===== src/shared/adcc_consts.svh =====
`ifndef ADCC_CONSTS_SVH
`define ADCC_CONSTS_SVH

// Register offsets on the plain register port
`define ADCC_A_MODE      4'h0
`define ADCC_A_FILT      4'h1
`define ADCC_A_STATUS    4'h2
`define ADCC_A_RESULT    4'h3
`define ADCC_A_OFFSET    4'h4
`define ADCC_A_GAIN_INT  4'h5
`define ADCC_A_GAIN_EXT  4'h6
`define ADCC_A_GAIN_SUP  4'h7
`define ADCC_A_DETCTL    4'h8
`define ADCC_A_DETECTION_STATUS    4'h9
`define ADCC_A_FAST      4'ha
`define ADCC_A_STEP_THRESHOLD    4'hb
`define ADCC_A_IRQMSK    4'hc

// Mode field codes
`define ADCC_MODE_PD     3'h0
`define ADCC_MODE_CONT   3'h1
`define ADCC_MODE_SINGLE 3'h2
`define ADCC_MODE_IDLE   3'h3
`define ADCC_MODE_IZERO  3'h4
`define ADCC_MODE_IFULL  3'h5
`define ADCC_MODE_SZERO  3'h6
`define ADCC_MODE_SFULL  3'h7

// Converter status bit positions
`define ADCC_ST_RDY      0
`define ADCC_ST_THR      2
`define ADCC_ST_ERR      4
`define ADCC_ST_CAL      5

// Detection status bit positions
`define ADCC_DS_NEW      0
`define ADCC_DS_STEP     1
`define ADCC_DS_REF      3

// Detection control fields
`define ADCC_DC_OSR_LO   0
`define ADCC_DC_FAST_EN  2
`define ADCC_DC_STEP_EN  3
`define ADCC_DC_VS_MAIN  4
`define ADCC_DC_REF_LO   5
`define ADCC_DC_DMA_LO   8

// Interrupt mask bits
`define ADCC_IM_RDY      0
`define ADCC_IM_FAST     1
`define ADCC_IM_STEP     2

// Reset values
`define ADCC_MODE_RST    3'h3
`define ADCC_FILT_RST    8'h00
`define ADCC_DETCTL_RST  16'h0000
`define ADCC_STEP_THRESHOLD_RST  10'h000

// Conversions per calibration
`define ADCC_ZCAL_CONV   3
`define ADCC_FCAL_CONV   6

// Fast filter minimum output period
`define ADCC_FAST_MIN_NS 2000000
`define ADCC_CLK_NS      25
`define ADCC_FAST_BASE_CYC (`ADCC_FAST_MIN_NS / `ADCC_CLK_NS)

`endif


===== src/shared/adcc_pkg.sv =====
package adcc_pkg;

  // Controller states, one-hot
  typedef enum logic [3:0] {
    ST_PD   = 4'b0001,
    ST_IDLE = 4'b0010,
    ST_CONV = 4'b0100,
    ST_CAL  = 4'b1000
  } adcc_state_e;

  // Reference selection
  typedef enum logic [1:0] {
    REF_INT  = 2'h0,
    REF_EXT1 = 2'h1,
    REF_EXT2 = 2'h2,
    REF_SUP  = 2'h3
  } adcc_ref_e;

  // Input source that the datapath converts
  typedef enum logic [1:0] {
    SRC_NORMAL = 2'h0,
    SRC_IZERO  = 2'h1,
    SRC_IFULL  = 2'h2,
    SRC_SYSTEM = 2'h3
  } adcc_src_e;

  // One main filter output from the datapath
  typedef struct packed {
    logic        valid;
    logic [23:0] data;
    logic        range_err;
    logic        thresh;
  } adcc_main_s;

  // Register port request
  typedef struct packed {
    logic [3:0]  addr;
    logic [31:0] wdata;
    logic        wr;
    logic        rd;
  } adcc_req_s;

endpackage


===== src/adcc_ctrl.sv =====
`timescale 1ns/1ps
`include "adcc_consts.svh"
// How it works
// [RULE_01] Single mode converts once, then idles
// [RULE_02] Continuous mode refreshes result at filter rate
// [RULE_03] Result-ready status bit set per conversion
// [RULE_04] Ready and fast outputs maskable onto interrupts
// [RULE_05] Range error sets status error bit
// [RULE_06] Host checks comparator-threshold status bit
// [RULE_07] Host idles converter before calibrating
// [RULE_08] Offset and gain writable only in idle
// [RULE_09] Internal zero calibration fills offset register
// [RULE_10] Internal full calibration, unity gain, double length
// [RULE_11] System zero calibration fills offset register
// [RULE_12] System full calibration fills gain register
// [RULE_13] Three gain registers; only internal one reloads
// [RULE_14] Idle keeps power, holds modulator in reset
// [RULE_15] Power-down switches converter and amplifiers off
// [RULE_16] External reference one faults set reference flag
// [RULE_17] Second external reference never flags faults
// [RULE_18] Fast filter parallel, own result, minimum period
// [RULE_19] Step versus two prior fast outputs
// [RULE_20] Alternative step versus latest main output
// [RULE_21] Step flag bit one; DMA count interrupt
// [RULE_22] New fast output flag bit zero
// [RULE_23] Two-bit fast oversampling select
// [RULE_24] Ten-bit step threshold register
// [RULE_25] Calibration flag sticky; new request restarts
module adcc_ctrl #(
  parameter int          FAST_BASE_CYC = `ADCC_FAST_BASE_CYC,
  parameter logic [23:0] OFFSET_FACT   = 24'h00_0000,
  parameter logic [23:0] GAIN_FACT     = 24'h40_0000
) (
  input  wire logic              clk,
  input  wire logic              rst,
  input  wire logic              ce,
  input  wire adcc_pkg::adcc_req_s bus,
  output logic [31:0]            rdata,
  input  wire adcc_pkg::adcc_main_s main_in,
  input  wire logic [15:0]       fast_in,
  input  wire logic              pga_unity,
  input  wire logic              vref_pos_open,
  input  wire logic              vref_neg_open,
  input  wire logic              vref_low,
  output logic                   adc_pwr_on,
  output logic                   mod_hold_rst,
  output logic                   main_sinc4,
  output logic                   fast_run,
  output logic [7:0]             filt_rate,
  output adcc_pkg::adcc_src_e    conv_src,
  output logic                   irq_adc,
  output logic                   irq_step,
  output logic                   irq_dma
);

  adcc_pkg::adcc_state_e state_r;
  logic [2:0]  mode_r;
  logic [2:0]  cal_code_r;
  logic [2:0]  cal_cnt_r;
  logic [7:0]  filt_r;
  logic [5:0]  sta_r;
  logic [23:0] result_r;
  logic [23:0] offset_r;
  logic [23:0] gain_int_r;
  logic [23:0] gain_ext_r;
  logic [23:0] gain_sup_r;
  logic [15:0] detctl_r;
  logic [3:0]  detection_status_r;
  logic [15:0] fast_r;
  logic [15:0] prev1_r;
  logic [15:0] prev2_r;
  logic [1:0]  hist_r;
  logic [9:0]  step_threshold_r;
  logic [2:0]  irqmsk_r;
  logic [19:0] fast_cnt_r;
  logic [7:0]  dma_cnt_r;
  logic        irq_dma_r;

  logic        wr_mode;
  logic        idle_ok;
  logic        conv_evt;
  logic        cal_evt;
  logic        cal_last;
  logic [2:0]  cal_need;
  logic        fast_tick;
  logic [19:0] fast_lim;
  logic        step_hit;
  logic        ref_fault;
  adcc_pkg::adcc_ref_e ref_sel;

  assign wr_mode  = ce && bus.wr && (bus.addr == `ADCC_A_MODE);
  assign idle_ok  = (mode_r == `ADCC_MODE_IDLE);
  assign conv_evt = ce && main_in.valid && (state_r == adcc_pkg::ST_CONV);
  assign cal_evt  = ce && main_in.valid && (state_r == adcc_pkg::ST_CAL);
  assign ref_sel  = adcc_pkg::adcc_ref_e'(detctl_r[`ADCC_DC_REF_LO +: 2]);

  // Full-scale calibrations run two stages, twice as long
  assign cal_need = (cal_code_r == `ADCC_MODE_IFULL ||
                     cal_code_r == `ADCC_MODE_SFULL) ?
                    3'(`ADCC_FCAL_CONV) : 3'(`ADCC_ZCAL_CONV); // RULE_10
  assign cal_last = cal_evt && (cal_cnt_r == cal_need - 3'h1);

  // Mode state machine and the mode field it returns to idle
  always_ff @(posedge clk) begin
    if (rst) begin
      state_r    <= adcc_pkg::ST_IDLE;
      mode_r     <= `ADCC_MODE_RST;
      cal_code_r <= `ADCC_MODE_IDLE;
      cal_cnt_r  <= 3'h0;
    end else if (ce) begin
      if (wr_mode) begin
        mode_r    <= bus.wdata[2:0];
        cal_cnt_r <= 3'h0; // RULE_25
        unique case (bus.wdata[2:0])
          `ADCC_MODE_PD:     state_r <= adcc_pkg::ST_PD; // RULE_15
          `ADCC_MODE_CONT,
          `ADCC_MODE_SINGLE: state_r <= adcc_pkg::ST_CONV;
          `ADCC_MODE_IDLE:   state_r <= adcc_pkg::ST_IDLE;
          `ADCC_MODE_IFULL: begin
            // Internal gain calibration refused off unity gain
            if (pga_unity) begin // RULE_10
              state_r    <= adcc_pkg::ST_CAL;
              cal_code_r <= bus.wdata[2:0];
            end else begin
              state_r <= adcc_pkg::ST_IDLE;
              mode_r  <= `ADCC_MODE_IDLE;
            end
          end
          default: begin
            state_r    <= adcc_pkg::ST_CAL;
            cal_code_r <= bus.wdata[2:0];
          end
        endcase
      end else if (conv_evt && mode_r == `ADCC_MODE_SINGLE) begin
        state_r <= adcc_pkg::ST_IDLE; // RULE_01
        mode_r  <= `ADCC_MODE_IDLE; // RULE_14
      end else if (cal_last) begin
        state_r   <= adcc_pkg::ST_IDLE; // RULE_14
        mode_r    <= `ADCC_MODE_IDLE;
        cal_cnt_r <= 3'h0;
      end else if (cal_evt) begin
        cal_cnt_r <= cal_cnt_r + 3'h1;
      end
    end
  end

  // Result register, refreshed by every main conversion outside calibration
  always_ff @(posedge clk) begin
    if (rst) begin
      result_r <= 24'h00_0000;
    end else if (conv_evt) begin
      result_r <= main_in.data; // RULE_02
    end
  end

  // Converter status flags, read-clears, a set wins over the clear
  always_ff @(posedge clk) begin
    if (rst) begin
      sta_r <= 6'h00;
    end else if (ce) begin
      if (bus.rd && bus.addr == `ADCC_A_STATUS) begin
        sta_r <= 6'h00; // RULE_25
      end
      if (conv_evt) begin
        sta_r[`ADCC_ST_RDY] <= 1'b1; // RULE_03
      end
      if (conv_evt && main_in.range_err) begin
        sta_r[`ADCC_ST_ERR] <= 1'b1; // RULE_05
      end
      if (conv_evt && main_in.thresh) begin
        sta_r[`ADCC_ST_THR] <= 1'b1; // RULE_06
      end
      if (cal_last) begin
        sta_r[`ADCC_ST_CAL] <= 1'b1; // RULE_09
      end
    end
  end

  // Offset correction: software only in idle, else calibration
  always_ff @(posedge clk) begin
    if (rst) begin
      offset_r <= OFFSET_FACT; // RULE_09
    end else if (ce) begin
      if (bus.wr && bus.addr == `ADCC_A_OFFSET && idle_ok) begin
        offset_r <= bus.wdata[23:0]; // RULE_08
      end else if (cal_last && (cal_code_r == `ADCC_MODE_IZERO ||
                                cal_code_r == `ADCC_MODE_SZERO)) begin
        offset_r <= main_in.data; // RULE_11
      end
    end
  end

  // Gain corrections: internal, external (both external pairs share one) and supply
  always_ff @(posedge clk) begin
    if (rst) begin
      gain_int_r <= GAIN_FACT; // RULE_13
      gain_ext_r <= 24'h00_0000;
      gain_sup_r <= 24'h00_0000;
    end else if (ce) begin
      if (bus.wr && idle_ok) begin
        if (bus.addr == `ADCC_A_GAIN_INT) gain_int_r <= bus.wdata[23:0];
        if (bus.addr == `ADCC_A_GAIN_EXT) gain_ext_r <= bus.wdata[23:0];
        if (bus.addr == `ADCC_A_GAIN_SUP) gain_sup_r <= bus.wdata[23:0];
      end else if (cal_last && (cal_code_r == `ADCC_MODE_IFULL ||
                                cal_code_r == `ADCC_MODE_SFULL)) begin
        // Gain lands in the register of the active reference
        unique case (ref_sel) // RULE_12
          adcc_pkg::REF_INT: gain_int_r <= main_in.data;
          adcc_pkg::REF_SUP: gain_sup_r <= main_in.data;
          adcc_pkg::REF_EXT1,
          adcc_pkg::REF_EXT2: gain_ext_r <= main_in.data;
        endcase
      end
    end
  end

  // Plain configuration registers
  always_ff @(posedge clk) begin
    if (rst) begin
      filt_r   <= `ADCC_FILT_RST;
      detctl_r <= `ADCC_DETCTL_RST;
      step_threshold_r <= `ADCC_STEP_THRESHOLD_RST;
      irqmsk_r <= 3'h0;
    end else if (ce && bus.wr) begin
      unique case (bus.addr)
        `ADCC_A_FILT:   filt_r   <= bus.wdata[7:0];
        `ADCC_A_DETCTL: detctl_r <= bus.wdata[15:0];
        `ADCC_A_STEP_THRESHOLD: step_threshold_r <= bus.wdata[9:0]; // RULE_24
        `ADCC_A_IRQMSK: irqmsk_r <= bus.wdata[2:0];
        default: ;
      endcase
    end
  end

  // Fast filter output period from the oversampling select
  assign fast_lim  = 20'(FAST_BASE_CYC) *
                     {18'h0_0000, detctl_r[`ADCC_DC_OSR_LO +: 2]}
                     + 20'(FAST_BASE_CYC); // RULE_23
  // Compare with >= so that lowering the rate mid-run cannot skip the end
  assign fast_tick = ce && fast_run && (fast_cnt_r >= fast_lim - 20'h0_0001);

  always_ff @(posedge clk) begin
    if (rst) begin
      fast_cnt_r <= 20'h0_0000;
    end else if (ce) begin
      if (!fast_run || fast_tick) begin
        fast_cnt_r <= 20'h0_0000; // RULE_18
      end else begin
        fast_cnt_r <= fast_cnt_r + 20'h0_0001;
      end
    end
  end

  // Fast result and its two predecessors
  always_ff @(posedge clk) begin
    if (rst) begin
      fast_r  <= 16'h0000;
      prev1_r <= 16'h0000;
      prev2_r <= 16'h0000;
      hist_r  <= 2'h0;
    end else if (fast_tick) begin
      fast_r  <= fast_in; // RULE_18
      prev1_r <= fast_in;
      prev2_r <= prev1_r;
      hist_r  <= {hist_r[0], 1'b1};
    end else if (ce && !fast_run) begin
      hist_r <= 2'h0;
    end
  end

  // Step compare against history or the latest main output
  function automatic logic over_th(input logic [15:0] a,
                                   input logic [15:0] b,
                                   input logic [9:0]  th);
    logic signed [16:0] d;
    d = $signed({a[15], a}) - $signed({b[15], b});
    if (d < 0) d = -d;
    return d > $signed({7'h00, th});
  endfunction

  always_comb begin
    step_hit = 1'b0;
    if (detctl_r[`ADCC_DC_STEP_EN]) begin
      if (detctl_r[`ADCC_DC_VS_MAIN]) begin
        step_hit = over_th(fast_in, result_r[23:8], step_threshold_r); // RULE_20
      end else begin
        step_hit = hist_r[1] &&
                   (over_th(fast_in, prev1_r, step_threshold_r) ||
                    over_th(fast_in, prev2_r, step_threshold_r)); // RULE_19
      end
    end
  end

  // Reference fault exists only for the first external pair
  assign ref_fault = (ref_sel == adcc_pkg::REF_EXT1) &&
                     (vref_pos_open || vref_neg_open || vref_low); // RULE_17

  // Detection status flags, read-clears, a set wins over the clear
  always_ff @(posedge clk) begin
    if (rst) begin
      detection_status_r <= 4'h0;
    end else if (ce) begin
      if (bus.rd && bus.addr == `ADCC_A_DETECTION_STATUS) begin
        detection_status_r <= 4'h0;
      end
      if (fast_tick) begin
        detection_status_r[`ADCC_DS_NEW] <= 1'b1; // RULE_22
      end
      if (fast_tick && step_hit) begin
        detection_status_r[`ADCC_DS_STEP] <= 1'b1; // RULE_21
      end
      if (ref_fault) begin
        detection_status_r[`ADCC_DS_REF] <= 1'b1; // RULE_16
      end
    end
  end

  // Fast sample count toward the DMA interrupt
  always_ff @(posedge clk) begin
    if (rst) begin
      dma_cnt_r <= 8'h00;
      irq_dma_r <= 1'b0;
    end else if (ce) begin
      irq_dma_r <= 1'b0;
      if (fast_tick) begin
        if (dma_cnt_r + 8'h01 >= detctl_r[`ADCC_DC_DMA_LO +: 8]) begin
          dma_cnt_r <= 8'h00;
          irq_dma_r <= 1'b1; // RULE_21
        end else begin
          dma_cnt_r <= dma_cnt_r + 8'h01;
        end
      end
    end
  end

  // Read data, one cycle after the strobe
  always_ff @(posedge clk) begin
    if (rst) begin
      rdata <= 32'h0000_0000;
    end else if (ce) begin
      rdata <= 32'h0000_0000;
      if (bus.rd) begin
        unique case (bus.addr)
          `ADCC_A_MODE:     rdata <= {29'h0, mode_r};
          `ADCC_A_FILT:     rdata <= {24'h00_0000, filt_r};
          `ADCC_A_STATUS:   rdata <= {26'h0, sta_r};
          `ADCC_A_RESULT:   rdata <= {8'h00, result_r};
          `ADCC_A_OFFSET:   rdata <= {8'h00, offset_r};
          `ADCC_A_GAIN_INT: rdata <= {8'h00, gain_int_r};
          `ADCC_A_GAIN_EXT: rdata <= {8'h00, gain_ext_r};
          `ADCC_A_GAIN_SUP: rdata <= {8'h00, gain_sup_r};
          `ADCC_A_DETCTL:   rdata <= {16'h0000, detctl_r};
          `ADCC_A_DETECTION_STATUS:   rdata <= {28'h000_0000, detection_status_r};
          `ADCC_A_FAST:     rdata <= {16'h0000, fast_r};
          `ADCC_A_STEP_THRESHOLD:   rdata <= {22'h00_0000, step_threshold_r};
          `ADCC_A_IRQMSK:   rdata <= {29'h0, irqmsk_r};
          default:          rdata <= 32'h0000_0000;
        endcase
      end
    end
  end

  // Datapath control
  assign adc_pwr_on   = (state_r != adcc_pkg::ST_PD); // RULE_15
  assign mod_hold_rst = (state_r == adcc_pkg::ST_PD) ||
                        (state_r == adcc_pkg::ST_IDLE); // RULE_14
  assign main_sinc4   = filt_r[7];
  assign fast_run     = detctl_r[`ADCC_DC_FAST_EN] && !mod_hold_rst;
  assign filt_rate    = filt_r; // RULE_02
  assign conv_src     = (state_r != adcc_pkg::ST_CAL) ? adcc_pkg::SRC_NORMAL :
                        (cal_code_r == `ADCC_MODE_IZERO) ? adcc_pkg::SRC_IZERO :
                        (cal_code_r == `ADCC_MODE_IFULL) ? adcc_pkg::SRC_IFULL :
                        adcc_pkg::SRC_SYSTEM;

  // Ready and step interrupt lines gated by the mask bits; the DMA pulse is not masked
  assign irq_adc  = (irqmsk_r[`ADCC_IM_RDY] && sta_r[`ADCC_ST_RDY]) ||
                    (irqmsk_r[`ADCC_IM_FAST] &&
                     detection_status_r[`ADCC_DS_NEW]); // RULE_04
  assign irq_step = irqmsk_r[`ADCC_IM_STEP] && detection_status_r[`ADCC_DS_STEP];
  assign irq_dma  = irq_dma_r;
endmodule // adcc_ctrl

===== config.mk =====
export PLATFORM = sky130hd
export DESIGN_NAME = adcc_ctrl
export DESIGN_NICKNAME = d
export VERILOG_FILES = /design/src/shared/adcc_pkg.sv /design/src/adcc_ctrl.sv
export VERILOG_INCLUDE_DIRS = /design/src /design/src/shared
export SDC_FILE = /design/constraint.sdc
export NUM_CORES = 1
export LEC_CHECK = 0
export BUFFER_PORTS_ARGS = -buffer_cell sky130_fd_sc_hd__buf_2
export CAP_MARGIN = 20
export CELL_PAD_IN_SITES_DETAIL_PLACEMENT = 1
export CELL_PAD_IN_SITES_GLOBAL_PLACEMENT = 2
export CORE_ASPECT_RATIO = 0.6
export CORE_MARGIN = 2
export CORE_UTILIZATION = 39
export CTS_CLUSTER_SIZE = 40
export DETAILED_ROUTE_END_ITERATION = 8
export GPL_TIMING_DRIVEN = 0
export PLACE_DENSITY = 0.91
export RECOVER_POWER = 100
export REMOVE_ABC_BUFFERS = 1
export SLEW_MARGIN = 20
export SYNTH_ARGS = -nofsm -noshare
export SYNTH_HDL_FRONTEND = slang
export SYNTH_SLANG_ARGS = --single-unit

===== constraint.sdc =====
create_clock -name clk -period 9.2 [get_ports clk]
set_input_delay 0.46 -clock clk [delete_from_list [all_inputs] [get_ports clk]]
set_output_delay 0.46 -clock clk [all_outputs]
set_load 0.005 [all_outputs]

# Yosys cells after proc, flatten, opt, wreduce, memory -nomap -nowiden

Cells that the tools add are included.

Register bits: 272
Input bits: 88
Bits in read-only memories: 0
Logic and storage cells: 224
Memories: 0
Memory bits (writable): 0
Bits in latches: 0

Reductions and logical operators: 76
Multiplexer cells: 62
Div/mod/pow operators: 0
$mul: 1
$add $sub $neg: 12
Magnitude comparators: 8
Shift operators: 0
Bitwise logic cells: 1
Eq/ne operators: 37

Operator list:

| kind                                                                   | number |
|---|---|
| 24-bit two-way mux                                                     | 15 |
| 24-bit case mux with 13 select lines                                   | 1 |
| 17-bit two-way mux                                                     | 9 |
| 17-bit by 11-bit greater-than comparator with 1-bit output             | 3 |
| 17-bit by 1-bit < comparator with 1-bit output (second input constant) | 3 |
| 17-bit negation                                                        | 3 |
| 16-bit by 16-bit subtractor with 17-bit output                         | 3 |
| 3-bit two-way mux                                                      | 11 |
| 2-bit AND reduction                                                    | 14 |
| 1-bit logical AND                                                      | 26 |
| 2-bit nonzero test                                                     | 13 |
| 4-bit == test (second input constant)                                  | 6 |
| 19-bit by 17-bit adder with 20-bit output (second input constant)      | 1 |
| 20-bit by 1-bit adder with 20-bit output (second input constant)       | 1 |
| 4-bit by 3-bit == test with 1-bit output (second input constant)       | 5 |
| 20-bit >= comparator                                                   | 1 |
| 20-bit two-way mux                                                     | 1 |
| 4-bit two-way mux                                                      | 5 |
| 20-bit by 1-bit subtractor with 20-bit output (second input constant)  | 1 |
| 4-bit case mux with 4 select lines                                     | 1 |
| 4-bit AND reduction                                                    | 4 |
| 3-bit == test (second input constant)                                  | 5 |
| 3-bit by 2-bit == test with 1-bit output (second input constant)       | 4 |
| 4-bit by 2-bit == test with 1-bit output (second input constant)       | 3 |
| 29 further kinds                                                       | 58 |

# Depth between registers and ports, before layout

Depth in word-level cells: 13
Gate-level depth with buffers: 24
Mapped depth without buffers: 23

# Worst setup path after synthesis

OpenSTA, ideal clock, no wires.

Kind: input port to flip-flop
Start: in fast_in[0]
End: reg detection_status_r[1]
Stages: 23
Arrival: 4472 ps
Buffers on the path: 1
Slack: 4594 ps
Cell sequence: inv_1 > ha_1 > fa_1 > nor2b_1 > o31a_1 > o311ai_0 > a21oi_1 > nand2_1 > a31oi_1 > clkbuf_1 > nor2_1 > xnor2_1 > ha_1 > a21o_1 > a21oi_1 > nor2b_1 > o21ai_0 > a21oi_1 > a211oi_1 > a2bb2oi_1 > o2111ai_1 > a21oi_1 > o211ai_1

Cells in the longest elaborated chain, start to end: 13
Elaborated cells on any way between the ends: 29

Ends and longest elaborated chain:

| what                                                                              | line             | text |
|---|---|---|
| from (decl)                                                                       | adcc_ctrl.sv:40  | `input wire logic [15:0] fast_in,` |
| 16-bit by 16-bit subtractor with 17-bit output                                    | adcc_ctrl.sv:276 | `d = $signed({a[15], a}) - $signed({b[15], b});` |
| 17-bit negation or 17-bit by 1-bit < comparator with 1-bit output (tied branches) | adcc_ctrl.sv:277 | `if (d < 0) d = -d;` |
| 17-bit two-way mux                                                                | adcc_ctrl.sv:277 |  |
| 17-bit two-way mux                                                                | adcc_ctrl.sv:284 | `` if (detctl_r[`ADCC_DC_VS_MAIN]) begin `` |
| 17-bit two-way mux                                                                | adcc_ctrl.sv:283 | `` if (detctl_r[`ADCC_DC_STEP_EN]) begin `` |
| 17-bit by 11-bit greater-than comparator with 1-bit output                        | adcc_ctrl.sv:278 | `return d > $signed({7'h00, th});` |
| 1-bit logical OR                                                                  | adcc_ctrl.sv:288 | `(over_th(fast_in, prev1_r, step_threshold_r) \|\|` |
| 1-bit logical AND                                                                 | adcc_ctrl.sv:287 | `step_hit = hist_r[1] &&` |
| 1-bit two-way mux (*)                                                             | adcc_ctrl.sv:284 |  |
| 1-bit two-way mux (*)                                                             | adcc_ctrl.sv:283 |  |
| 1-bit logical AND (*)                                                             | adcc_ctrl.sv:309 | `if (fast_tick && step_hit) begin` |
| 2-bit nonzero test (no line)                                                      | n/a              |  |
| 2-bit AND reduction (no line)                                                     | n/a              |  |
| to (signal, indexed assignment)                                                   | adcc_ctrl.sv:307 | `` detection_status_r[`ADCC_DS_NEW] <= 1'b1; `` |
| to (signal, indexed assignment)                                                   | adcc_ctrl.sv:310 | `` detection_status_r[`ADCC_DS_STEP] <= 1'b1; `` |
| to (signal, indexed assignment)                                                   | adcc_ctrl.sv:313 | `` detection_status_r[`ADCC_DS_REF] <= 1'b1; `` |
| to (decl)                                                                         | adcc_ctrl.sv:68  | `logic [3:0] detection_status_r;` |

Every way passes the cells marked *; elsewhere a longest branch is shown, timed or not. The select of a mux whose other input is x is not followed.
A chain may end at the register's enable or synchronous reset.

# Worst setup path in the final report

Start: reg prev1_r[0]
End: reg detection_status_r[1]

Cells in the longest elaborated chain, start to end: 13
Elaborated cells on any way between the ends: 15

Ends and longest elaborated chain:

| what                                                                              | line             | text |
|---|---|---|
| from (decl)                                                                       | adcc_ctrl.sv:70  | `logic [15:0] prev1_r;` |
| from (signal assigned)                                                            | adcc_ctrl.sv:263 | `prev1_r <= fast_in;` |
| 16-bit by 16-bit subtractor with 17-bit output (*)                                | adcc_ctrl.sv:276 |  |
| 17-bit negation or 17-bit by 1-bit < comparator with 1-bit output (tied branches) | adcc_ctrl.sv:277 |  |
| 17-bit two-way mux (*)                                                            | adcc_ctrl.sv:277 |  |
| 17-bit two-way mux (*)                                                            | adcc_ctrl.sv:284 |  |
| 17-bit two-way mux (*)                                                            | adcc_ctrl.sv:283 |  |
| 17-bit by 11-bit greater-than comparator with 1-bit output (*)                    | adcc_ctrl.sv:278 |  |
| 1-bit logical OR (*)                                                              | adcc_ctrl.sv:288 |  |
| 1-bit logical AND (*)                                                             | adcc_ctrl.sv:287 |  |
| 1-bit two-way mux (*)                                                             | adcc_ctrl.sv:284 |  |
| 1-bit two-way mux (*)                                                             | adcc_ctrl.sv:283 |  |
| 1-bit logical AND (*)                                                             | adcc_ctrl.sv:309 |  |
| 2-bit nonzero test (no line)                                                      | n/a              |  |
| 2-bit AND reduction (no line)                                                     | n/a              |  |

Marks and branches as above.

==> results by group <==
Run
  • Max-cap violation count: 8

Synthesis
  • FFs w/ async S/R, synth: 0%
  • Synth cell types: 88
  • Main flop type after synthesis: dfxtp_1
  • Mapped cell area: 16,200 um2
  • Register bit total from synthesis: 264
  • Synth Warn #: 0
  • Register area share after synthesis: 32.6%
  • Synth top area share: 32.6%
  • Post-synth EDFFs: 0
  • Synth Instances: 2,060
  • Synthesized area per cell: 7.87 um2
  • Area contributors post-synth: dfxtp_1 33%, ha_1 8.4%, a21oi_1 6.3%
  • Leading area contributor after synthesis: dfxtp_1

Timing
  • Period minus WS final: 6.08 ns
  • Final hold vios: 0
  • Worst Hold Margin: 0.152 ns
  • Final setup fails: 0
  • Layout Skew: 0.0101 ns
  • Final period utilization: 66.1%
  • Max-slew headroom: -66.7%
  • Worst-Margin Slew: 2.47 ns
  • RSZ-0062 raised after global routing: no
  • Max-slew violation count: 188
  • Max Clock Freq: 0.164 GHz
  • Worst setup margin: 3.12 ns

Layout
  • Final Instance Area: 18,400 um2
  • Nets: 2,332
  • Diodes inserted: 0
  • Most frequent cells in the layout: 264 x dfxtp_1, 251 x nand2_1, 244 x nor2_1, 204 x a21oi_1, 109 x ha_1
  • # fillers: 4,937
  • Area delta synth->final: 13.2%
  • Commonest non-fill, non-tap cell in the layout: dfxtp_1
  • Layout cell share with drive strength beyond 1: 9.53%

Critical path
  • Max Fanout on Critical Path: 17
  • Crit. End Element: flop
  • Worst Path Required: 9.60 ns
  • Setup CP Type: flop to flop
  • Crit path launch type: flop
  • CP arrival: 6.48 ns

Pwr
  • Combinational Power Share: 15.1%
  • P_leak: 6.38 nW
  • Int Pwr: 1.98 mW
  • Switching share of power: 28.1%
  • Sequential share of power: 41.9%
  • Worst VDD drop: 132 uV
  • Switch Pwr: 0.775 mW
  • Power Dens Cells: 150 nW/um2
  • Clk pwr share: 43.1%

Routing
  • Via count: 16,100
  • Routed WL: 59,900 um
  • Vias/cell: 5.93
  • Drt pass-1 iters: 8
  • DR iter-0 viols: 1,485
  • Routed wire length per instance: 22.1 um
  • ANT nets after route: 0
  • DRC: 0

CTS
  • CTS resizes: 0
  • Setup Fix Bufs, Post-CTS: 0
  • CTS buffer count: 28
  • H-Tree Depth: 1
  • CTS tree: built
  • Clk sinks: 264
  • Clk Latency, worst-skew pair: 0.57 ns
  • Clock transition at the registers of the reported paths: 0.06 ns
  • Clk root buf: clkbuf_16
  • Clk buf depth: 3
  • Post-CTS Hold Fix Bufs: 0

Placed design
  • Dpl ws: 3.54 ns
  • Dpl hpwl: 44,700 um
  • Area post-placement: 17,800 um2
  • Placer Congestion: 0.931
  • Port Buf Inserts: 120

Floorplanning
  • Initial core utilization: 39.8%
  • I/O pins: 137
  • Site Rows: 57
  • Core ar.: 40,700 um2
  • Die Y: 162 um
  • Die area: 43,300 um2
  • Die Wd: 267 um

Global routing
  • Initial antenna violation count: 0
  • GRT overflow: 0
  • Vias in the first global route: 16,100
  • GRT Util Overall: 27.2%
  • First-pass GRT wire length: 92,800 um
  • Pin count of the biggest net entering global routing: 127

Run status
  • Violated checks: max-capacitance violations, max-slew violations
  • Outcome: finished with violations

Worst hold path
  • Worst Hold Class: input port to flop
==> Yosys cell counts, types with 12 or more instances <==
| master | count |
|---|---|
| dfxtp_1 | 264 |
| nand2_1 | 251 |
| nor2_1 | 251 |
| a21oi_1 | 204 |
| ha_1 | 109 |
| a211oi_1 | 107 |
| clkbuf_1 | 100 |
| inv_1 | 96 |
| mux2i_1 | 63 |
| o21ai_0 | 53 |
| xnor2_1 | 49 |
| a22oi_1 | 43 |
| xor2_1 | 35 |
| nand3_1 | 33 |
| nor3_1 | 32 |
| nand4_1 | 24 |
| a31oi_1 | 23 |
| a21o_1 | 22 |
| nand2b_1 | 22 |
| nor2b_1 | 22 |
| a222oi_1 | 18 |
| and3_1 | 14 |
| o211ai_1 | 13 |
| a221oi_1 | 12 |
| o21a_1 | 12 |
==> critical path: stages (launching register included) <==
cell and delay (ns):
dfxtp_1 0.37, ha_1 0.25, fa_1 0.41, nor2b_1 0.27, o31a_1 0.35, o311ai_0 0.36
a21oi_1 0.41, nand2_1 0.12, a31oi_2 0.23, clkbuf_1 0.64, nor2_1 0.14, xnor2_1 0.18
ha_1 0.30, a21o_1 0.16, a21oi_1 0.15, nor2b_1 0.06, o21ai_0 0.15, a21oi_1 0.11
a211oi_1 0.40, a2bb2oi_1 0.28, o2111ai_1 0.14, a21oi_1 0.23, o211ai_1 0.19
==> metal layers <==
metal  up-vias  global-route usage (%)  part of all wire (%)
li1       7534                       -                     -
met1      7900                    39.3                    48
met2       546                    41.7                    43
met3        83                    4.85                   7.3
met4         0                    6.56                   2.0
met5         -                       0                     0
==> sequential cells by signal (all words and copies together) (netlist names) <==
register,flops
prev2_r,16
gain_int_r,24
filt_rate,8
gain_ext_r,24
irq_dma,1
gain_sup_r,24
result_r,24
detection_status_r,3
hist_r,2
rdata,24
offset_r,24
cal_cnt_r,3
step_threshold_r,10
cal_code_r,3
mode_r,3
irqmsk_r,3
prev1_r,16
state_r,4
sta_r,4
dma_cnt_r,8
detctl_r,16
fast_cnt_r,20
==> power groups by stage <==
stage | sequential (mW) | combinational [mW] | clock [mW]
floorplan | 1.18 | 0.246 | 0
detailed placement | 1.18 | 0.409 | 0
global placement | 1.18 | 0.378 | 0
finish | 1.16 | 0.415 | 1.19
CTS | 1.15 | 0.412 | 1.20
global route | 1.15 | 0.452 | 1.25
==> cell families (layout without fill, tap and decap cells) <==
group,after synthesis,in the layout,share of synthesized area [%]
xor gates and xnor gates,84,84,4.54
adders and majority gates,112,112,8.78
AOI/OAI and AO/OA,597,597,24.6
and+or+nand+nor,714,714,19.9
DFF,264,264,32.6
buffers and inverters,221,304,5.40
other,1,9,0.0231
muxes,67,67,4.23
==> path summary, 6_finish.rpt <==
kind                    start               endpoint  slack [ns]  cells after the start
setup / recovery   prev1_r[0]  detection_status_r[1]        3.12                     22
hold / removal     fast_in[0]             prev1_r[0]        0.15                      3
setup reg to reg   prev1_r[0]  detection_status_r[1]        3.12                     22
hold reg to reg   result_r[2]            result_r[2]        0.46                      2
==> area by class of cell <==
cell class              instances  area, um2  area share (%)
clock inverters                 8        123           0.668
multi-input cells            1583      10200            55.3
clock buffers                  41        801            4.36
repair buffers                157        930            5.06
flip-flops and latches        264       5290            28.8
inverters                      98        369            2.01
well taps                     560        701            3.82
==> stage by stage <==
stage | cells | power (mW) | setup TNS (ns) | util (%)
floorplan | 1945 | 1.43 | 0 | -
global placement | 2625 | 1.56 | -38.59 | 41.9
detailed placement | 2662 | 1.59 | 0 | 43.7
CTS | 2711 | 2.77 | 0 | 46.0
global route | 2711 | 2.86 | 0 | 45.1
finish | 2711 | 2.76 | 0 | 45.1
(Power assumes the default switching activity.)
